===== src/include/oag_pkg.sv =====
// Package: addressing modes, instruction lengths and field positions
package oag_pkg;
  // ----------------------------------------------------------------
  // Addressing modes
  // ----------------------------------------------------------------
  typedef enum logic [3:0] {
    OAG_INH,
    OAG_IMM,
    OAG_DIR,
    OAG_EXT,
    OAG_IX0,
    OAG_IX1,
    OAG_IX2,
    OAG_REL,
    OAG_BTB
  } oag_mode_t;

  // ----------------------------------------------------------------
  // Lengths and widths
  // ----------------------------------------------------------------
  localparam logic [1:0] OAG_LEN_ONE = 2'h1;
  localparam logic [1:0] OAG_LEN_TWO = 2'h2;
  localparam logic [1:0] OAG_LEN_THREE = 2'h3;
  localparam int OAG_ADDR_W = 16;
  localparam int OAG_DATA_W = 8;
  localparam logic [7:0] OAG_PAGE0_HI = 8'h00;
  localparam logic [15:0] OAG_PC_RST = 16'h0000;
  localparam int OAG_SIGN_BIT = 7;
endpackage : oag_pkg


===== src/include/oag_if.sv =====
// Interface: operand bytes from the fetch side into the address adder
`timescale 1ns/1ps
interface oag_if;
  logic [7:0] index_val;
  logic [7:0] byte1;
  logic [7:0] byte2;
  logic [15:0] pc_next_seq;
  logic [15:0] ix1_sum;
  logic [15:0] ix2_sum;
  logic [15:0] rel_tgt;
  modport src (output index_val, byte1, byte2, pc_next_seq,
               input ix1_sum, ix2_sum, rel_tgt);
  modport calc (input index_val, byte1, byte2, pc_next_seq,
                output ix1_sum, ix2_sum, rel_tgt);
endinterface : oag_if


===== src/core/oag_top.sv =====
// Operand address and instruction length generator
`timescale 1ns/1ps
// Overview of operation
// [RQ1] Inherent: one byte, no operand address
// [RQ2] Immediate: two bytes, operand is data
// [RQ3] Direct: two bytes, high byte zero
// [RQ4] Bit branch: three bytes, direct then offset
// [RQ5] Extended: three bytes, high then low
// [RQ6] Indexed no offset: one byte, page zero
// [RQ7] Indexed 8-bit: two bytes, unsigned sum
// [RQ8] Indexed 16-bit: three bytes, offset high first
// [RQ9] Relative taken: next pc plus signed offset
// [RQ10] Relative displacement only for branches
// [RQ11] 16-bit indexed sum wraps at top
module oag_top (
  // Clock and reset
  input wire logic clk,
  input wire logic sys_rst,
  // Decoded instruction
  input wire logic instr_valid,
  input wire oag_pkg::oag_mode_t mode,
  input wire logic branch_cond,
  input wire logic [15:0] instr_pc,
  input wire logic [7:0] index_reg,
  input wire logic [7:0] op_byte1,
  input wire logic [7:0] op_byte2,
  // Results
  output logic res_valid,
  output logic [1:0] instr_len,
  output logic addr_valid,
  output logic [15:0] operand_addr,
  output logic imm_valid,
  output logic [7:0] imm_data,
  output logic [15:0] pc_next,
  output logic branch_taken
);
  // ----------------------------------------------------------------
  // State
  // ----------------------------------------------------------------
  typedef struct packed {
    logic res_valid;
    logic [1:0] len;
    logic addr_valid;
    logic [15:0] addr;
    logic imm_valid;
    logic [7:0] imm;
    logic [15:0] pc;
    logic taken;
  } oag_state_t;

  oag_state_t st_r;
  oag_state_t st_nxt;
  logic [1:0] len_c;
  logic [15:0] seq_pc;

  oag_if ops ();

  // ----------------------------------------------------------------
  // Length decode
  // ----------------------------------------------------------------
  always_comb begin
    case (mode)
      oag_pkg::OAG_INH: len_c = oag_pkg::OAG_LEN_ONE; // [RQ1]
      oag_pkg::OAG_IX0: len_c = oag_pkg::OAG_LEN_ONE; // [RQ6]
      oag_pkg::OAG_IMM: len_c = oag_pkg::OAG_LEN_TWO; // [RQ2]
      oag_pkg::OAG_DIR: len_c = oag_pkg::OAG_LEN_TWO; // [RQ3]
      oag_pkg::OAG_IX1: len_c = oag_pkg::OAG_LEN_TWO; // [RQ7]
      oag_pkg::OAG_REL: len_c = oag_pkg::OAG_LEN_TWO; // [RQ9]
      oag_pkg::OAG_EXT: len_c = oag_pkg::OAG_LEN_THREE; // [RQ5]
      oag_pkg::OAG_IX2: len_c = oag_pkg::OAG_LEN_THREE; // [RQ8]
      oag_pkg::OAG_BTB: len_c = oag_pkg::OAG_LEN_THREE; // [RQ4]
      default: len_c = oag_pkg::OAG_LEN_ONE;
    endcase
  end

  assign seq_pc = instr_pc + {14'h0000, len_c};

  // Relative branch offset sits in byte1, bit branch offset in byte2
  assign ops.index_val = index_reg;
  assign ops.byte1 = op_byte1;
  assign ops.byte2 = (mode == oag_pkg::OAG_REL) ? op_byte1 : op_byte2;
  assign ops.pc_next_seq = seq_pc;

  oag_adder u_adder (
    .a(ops.calc)
  );

  // ----------------------------------------------------------------
  // Next state
  // ----------------------------------------------------------------
  always_comb begin
    st_nxt = st_r;
    st_nxt.res_valid = instr_valid;
    if (instr_valid) begin
      st_nxt.len = len_c;
      st_nxt.addr_valid = 1'h0;
      st_nxt.addr = 16'h0000;
      st_nxt.imm_valid = 1'h0;
      st_nxt.imm = 8'h00;
      st_nxt.pc = seq_pc;
      st_nxt.taken = 1'h0;
      case (mode)
        oag_pkg::OAG_INH: begin
          st_nxt.addr_valid = 1'h0; // [RQ1]
        end
        oag_pkg::OAG_IMM: begin
          // Data passed through, never driven onto the address path
          st_nxt.imm_valid = 1'h1; // [RQ2]
          st_nxt.imm = op_byte1; // [RQ2]
        end
        oag_pkg::OAG_DIR: begin
          st_nxt.addr_valid = 1'h1;
          st_nxt.addr = {oag_pkg::OAG_PAGE0_HI, op_byte1}; // [RQ3]
        end
        oag_pkg::OAG_EXT: begin
          st_nxt.addr_valid = 1'h1;
          st_nxt.addr = {op_byte1, op_byte2}; // [RQ5]
        end
        oag_pkg::OAG_IX0: begin
          st_nxt.addr_valid = 1'h1;
          st_nxt.addr = {oag_pkg::OAG_PAGE0_HI, index_reg}; // [RQ6]
        end
        oag_pkg::OAG_IX1: begin
          st_nxt.addr_valid = 1'h1;
          st_nxt.addr = ops.ix1_sum; // [RQ7]
        end
        oag_pkg::OAG_IX2: begin
          st_nxt.addr_valid = 1'h1;
          st_nxt.addr = ops.ix2_sum; // [RQ8]
        end
        oag_pkg::OAG_REL: begin
          // No operand address: displacement steers the pc only
          st_nxt.taken = branch_cond; // [RQ10]
          st_nxt.pc = branch_cond ? ops.rel_tgt : seq_pc; // [RQ9]
        end
        oag_pkg::OAG_BTB: begin
          st_nxt.addr_valid = 1'h1;
          st_nxt.addr = {oag_pkg::OAG_PAGE0_HI, op_byte1}; // [RQ4]
          st_nxt.taken = branch_cond; // [RQ4]
          st_nxt.pc = branch_cond ? ops.rel_tgt : seq_pc; // [RQ9]
        end
        default: begin
          st_nxt.addr_valid = 1'h0;
        end
      endcase
    end
  end

  always_ff @(posedge clk) begin
    if (sys_rst) begin
      st_r <= '0;
      st_r.pc <= oag_pkg::OAG_PC_RST;
    end else begin
      st_r <= st_nxt;
    end
  end

  // ----------------------------------------------------------------
  // Outputs
  // ----------------------------------------------------------------
  assign res_valid = st_r.res_valid;
  assign instr_len = st_r.len;
  assign addr_valid = st_r.addr_valid;
  assign operand_addr = st_r.addr;
  assign imm_valid = st_r.imm_valid;
  assign imm_data = st_r.imm;
  assign pc_next = st_r.pc;
  assign branch_taken = st_r.taken;
endmodule : oag_top


===== src/core/oag_adder.sv =====
// Combinational adders for indexed and relative effective addresses
`timescale 1ns/1ps
module oag_adder (
  oag_if.calc a
);
  logic [16:0] ix2_full;

  // Both operands unsigned, zero extended
  assign a.ix1_sum = {8'h00, a.index_val} + {8'h00, a.byte1}; // [RQ7]
  assign ix2_full = {9'h000, a.index_val} + {1'h0, a.byte1, a.byte2}; // [RQ8]
  // Carry out of bit 15 dropped: wraps over the top of memory
  assign a.ix2_sum = ix2_full[15:0]; // [RQ11]
  // Displacement measured from the byte after the branch
  assign a.rel_tgt = a.pc_next_seq + {{8{a.byte2[oag_pkg::OAG_SIGN_BIT]}}, a.byte2}; // [RQ9]
endmodule : oag_adder


===== config.mk =====
export PLATFORM = sky130hd
export DESIGN_NAME = oag_top
export DESIGN_NICKNAME = d
export VERILOG_FILES = /design/src/include/oag_pkg.sv /design/src/include/oag_if.sv /design/src/core/oag_top.sv /design/src/core/oag_adder.sv
export SDC_FILE = /design/constraint.sdc
export NUM_CORES = 1
export LEC_CHECK = 0
export BUFFER_PORTS_ARGS = -buffer_cell sky130_fd_sc_hd__buf_4
export CELL_PAD_IN_SITES_DETAIL_PLACEMENT = 1
export CELL_PAD_IN_SITES_GLOBAL_PLACEMENT = 1
export CORE_ASPECT_RATIO = 1.1
export CORE_MARGIN = 2
export CORE_UTILIZATION = 40
export DETAILED_ROUTE_END_ITERATION = 8
export PLACE_DENSITY = 0.79
export SLEW_MARGIN = 25
export SYNTH_ARGS = -nofsm -noshare
export SYNTH_HDL_FRONTEND = slang
export SYNTH_SLANG_ARGS = --single-unit
export TNS_END_PERCENT = 10

===== constraint.sdc =====
create_clock -name clk -period 4.15 [get_ports clk]
set_input_delay 0 -clock clk [delete_from_list [all_inputs] [get_ports clk]]
set_output_delay 0 -clock clk [all_outputs]
set_load 0.05 [all_outputs]

==> results.py <==
metrics = {
    "routing": {
        "routed_wl_um": 14200,
        "final_antenna_net_count": 0,
        "drtIter0Drc": 157,
        "via_per_inst": 6.05,
        "first_pass_iters": 5,
        "drc": 0,
        "drt-wirelength-per-cell_um": 20.1,
        "route.vias.total": 4273,
    },
    "timing": {
        "tightest_slew_ns": 0.734,
        "min_period_ns": 3.75,
        "hold_viol_final": 0,
        "fin_crit_sh": 0.904,
        "slew_violations": 0,
        "setup_violations": 0,
        "slew_headroom": 0.508,
        "skew_ns": 0,
        "fmax_mhz": 267,
        "rsz0062_at_grt": "no",
        "tns_ns": 0,
        "hold_slack_ns": 0.0236,
    },
    "logic_synthesis": {
        "synth_top_family_by_area": "compound AO/OA/AOI/OAI gates",
        "synth_top_area_share": 0.224,
        "yosys.area_share.simple": 0.205,
        "async_flop_share": 0,
        "synth-adder-area-share": 0.144,
        "syn_inst": 509,
        "synth-edff-count": 0,
        "synth_compound_area_frac": 0.263,
        "ys_seq_area_frac": 0.224,
        "synth.most_common_cell": "nor2_1",
        "post_synth.cell_area_avg_um2": 8.07,
        "synth_xor_area_frac": 0.0808,
        "syn-cell-area_um2": 4110,
        "synthMuxAreaShare": 0.0442,
        "synth_commonest_cells": "60 x nor2_1, 48 x nand2_1, 46 x dfxtp_1",
        "synth.distinct_cells": 64,
        "synth_top_cell_by_area": "dfxtp_1",
        "synth_warnings": 0,
        "syn_nets": 602,
        "ys.flop_type": "dfxtp_1",
        "yosys-top-cells-area": "dfxtp_1 22%, ha_1 12%, nor2_1 5.5%, a21oi_1 5.0%, nand2_1 4.4%",
        "ys_seq_elements": 46,
    },
    "final_layout": {
        "layout-drive-gt1-share": 0.218,
        "final_nets": 678,
        "finish.utilization": 0.502,
        "area_growth_pct": 21.4,
        "antenna_cells": 0,
    },
    "die": {
        "core-area_um2": 9940,
        "fp.dieW_um": 101,
        "die_h_um": 110,
        "io_pins": 94,
        "initial_core_util": 0.413,
        "die_area_um2": 11100,
        "rows": 38,
    },
    "clock_network": {
        "cts_setup_buffers": 0,
        "htree_levels": 2,
        "cts_root_buffer": "clkbuf_8",
        "path_clk_slew_ns": 0.10,
        "cts_tree": "built",
        "cts_inserted_buffers": 5,
        "clk_latency_ns": 0.31,
        "post_cts_resized": 0,
        "cts_sinks": 46,
        "cts_buffer_depth": 2,
    },
    "setup_path": {
        "r2r_setup_slack_ns": 3.20,
        "crit_path_cell_trace": "buf_4 -> inv_1 -> ha_1 -> nor2_1 -> mux2i_1 -> nor2_1 -> inv_1 -> ha_1 -> inv_1 -> fa_1 -> buf_4 -> nor3_1 -> xnor2_1 -> ha_1 -> a21oi_1 -> o21ai_0 -> a221oi_1 -> o31a_1 -> mux2i_1 -> xnor2_1 -> a22o_1",
        "slowest_stage": "fa_1",
        "cp.arrival_ns": 3.97,
        "reg2regPathDepth": 4,
        "crit_fanout": 6,
        "endpoint": "pc_next[15]",
        "worstPathRequired_ns": 4.37,
        "startpoint": "mode[1]",
        "setup.worst_path.class": "input pin to flip-flop",
        "r2r_end": "operand_addr[6]",
        "critPathCaptureType": "flip-flop",
        "r2r_start": "operand_addr[6]",
        "worstSetupStartpointType": "input pin",
        "max_stage_delay_ns": 0.41,
    },
    "global_routing": {
        "track_usage": 0.257,
        "grt_antenna_before_repair": 0,
        "first_global_vias": 4361,
        "grt_overflow": 0,
        "grt_max_degree": 46,
        "grt_pass1_wl_um": 22400,
    },
    "pwr": {
        "p_clk_frac": 0.252,
        "seq_power_share": 0.329,
        "switching_share": 0.396,
        "p_sw_mw": 0.573,
        "ir_drop_v": 0.000130,
        "comb_power_share": 0.419,
        "power.internal_mw": 0.875,
        "pwr_density_cell_nw_per_um2": 291,
        "p_leak_nw": 2.24,
    },
    "place": {
        "io_buffers": 93,
        "place.gp.congestion": 0.879,
        "dp_hpwl_um": 10800,
    },
    "outcome": {
        "status": "completed",
    },
    "worst_hold_path": {
        "min_path_type": "input pin to flip-flop",
    },
    "run": {
        "drv_cap": 0,
    },
}
## layout make-up
| cell class | instances | area [um2] |
|---|---|---|
| Clock buffer | 5 | 68.8 |
| Clock inverter | 3 | 43.8 |
| Fill cell | 1247 | 4950 |
| Inverter | 13 | 48.8 |
| Multi-Input combinational cell | 423 | 3030 |
| Sequential cell | 46 | 921 |
| Tap cell | 120 | 150 |
| Timing Repair Buffer | 96 | 726 |
## worst min-delay path by stage
stage | startpoint | to | slack, ns | cells after the start
floorplan | sys_rst | res_valid | 0.08 | 1
global placement | index_reg[2] | operand_addr[2] | 0.31 | 3
detailed placement | index_reg[2] | operand_addr[2] | 0.31 | 3
CTS | op_byte1[5] | imm_data[5] | 0.009 | 3
global route | op_byte1[3] | imm_data[3] | 0.04 | 3
finish | op_byte1[5] | imm_data[5] | 0.02 | 3
## cells by family after synthesis
family,count (synthesis)
AO/OA/AOI/OAI,152
XOR/XNOR,37
adder cells (fa/ha/maj),45
buffers and inverters,40
flip-flops,46
multiplexers,17
AND/OR/NAND/NOR,172
## per-stage QoR
step | power [mW] | cell area [um2] | setup WS (ns) | instances
after floorplan | 0.893 | 4110 | 0.649 | 509
final | 1.45 | 4980 | 0.400 | 706
after detailed placement | 1.08 | 4850 | 0.132 | 696
after global placement | 1.07 | 4850 | 0.329 | 696
after CTS | 1.45 | 4980 | 0.422 | 706
after global routing | 1.52 | 4980 | 0.0874 | 706
## worst max-delay path, delay by kind of cell
kind | cells | cell delay (ns)
AOI/OAI and AO/OA | 5 | 1.24
xor gates and xnor gates | 2 | 0.27
adders and majority gates | 4 | 1.19
buffers and inverters | 5 | 0.54
muxes | 2 | 0.35
and+or+nand+nor | 3 | 0.37
## layout by cell type (no fill, tap or decap), types with 10 or more instances in the layout
cell type	count
buf_4	94
nor2_1	60
nand2_1	48
dfxtp_1	46
a21oi_1	41
ha_1	41
xor2_1	20
o21ai_0	18
xnor2_1	16
a211oi_1	14
a21o_1	13
and3_1	13
inv_1	12
a22oi_1	10
## registers in the layout, indices dropped and copies added (netlist names)
register and cells:
imm_data 8, addr_valid 1, operand_addr 16, instr_len 2
pc_next 16, res_valid 1, imm_valid 1, branch_taken 1
## power by group through the flow
stage                     logic (mW)  clock network (mW)  registers (mW)
after global placement         0.581                   0           0.485
after floorplan                0.333                   0           0.561
after detailed placement       0.597                   0           0.486
after CTS                      0.605               0.372           0.476
after global routing           0.658               0.388           0.479
final                          0.607               0.365           0.476
## metal layers
metal	routed length, um	track usage
met1	6110	0.312
met4	343	0.0890
met2	7000	0.460
met3	709	0.0397
met5	0	0
## what timing repair did
item,CTS,global route
endpoints found under the setup margin,0,0
hold buffers,2,0
endpoints found under the hold margin,2,0
Note: power is estimated with default switching activity, not from simulation.
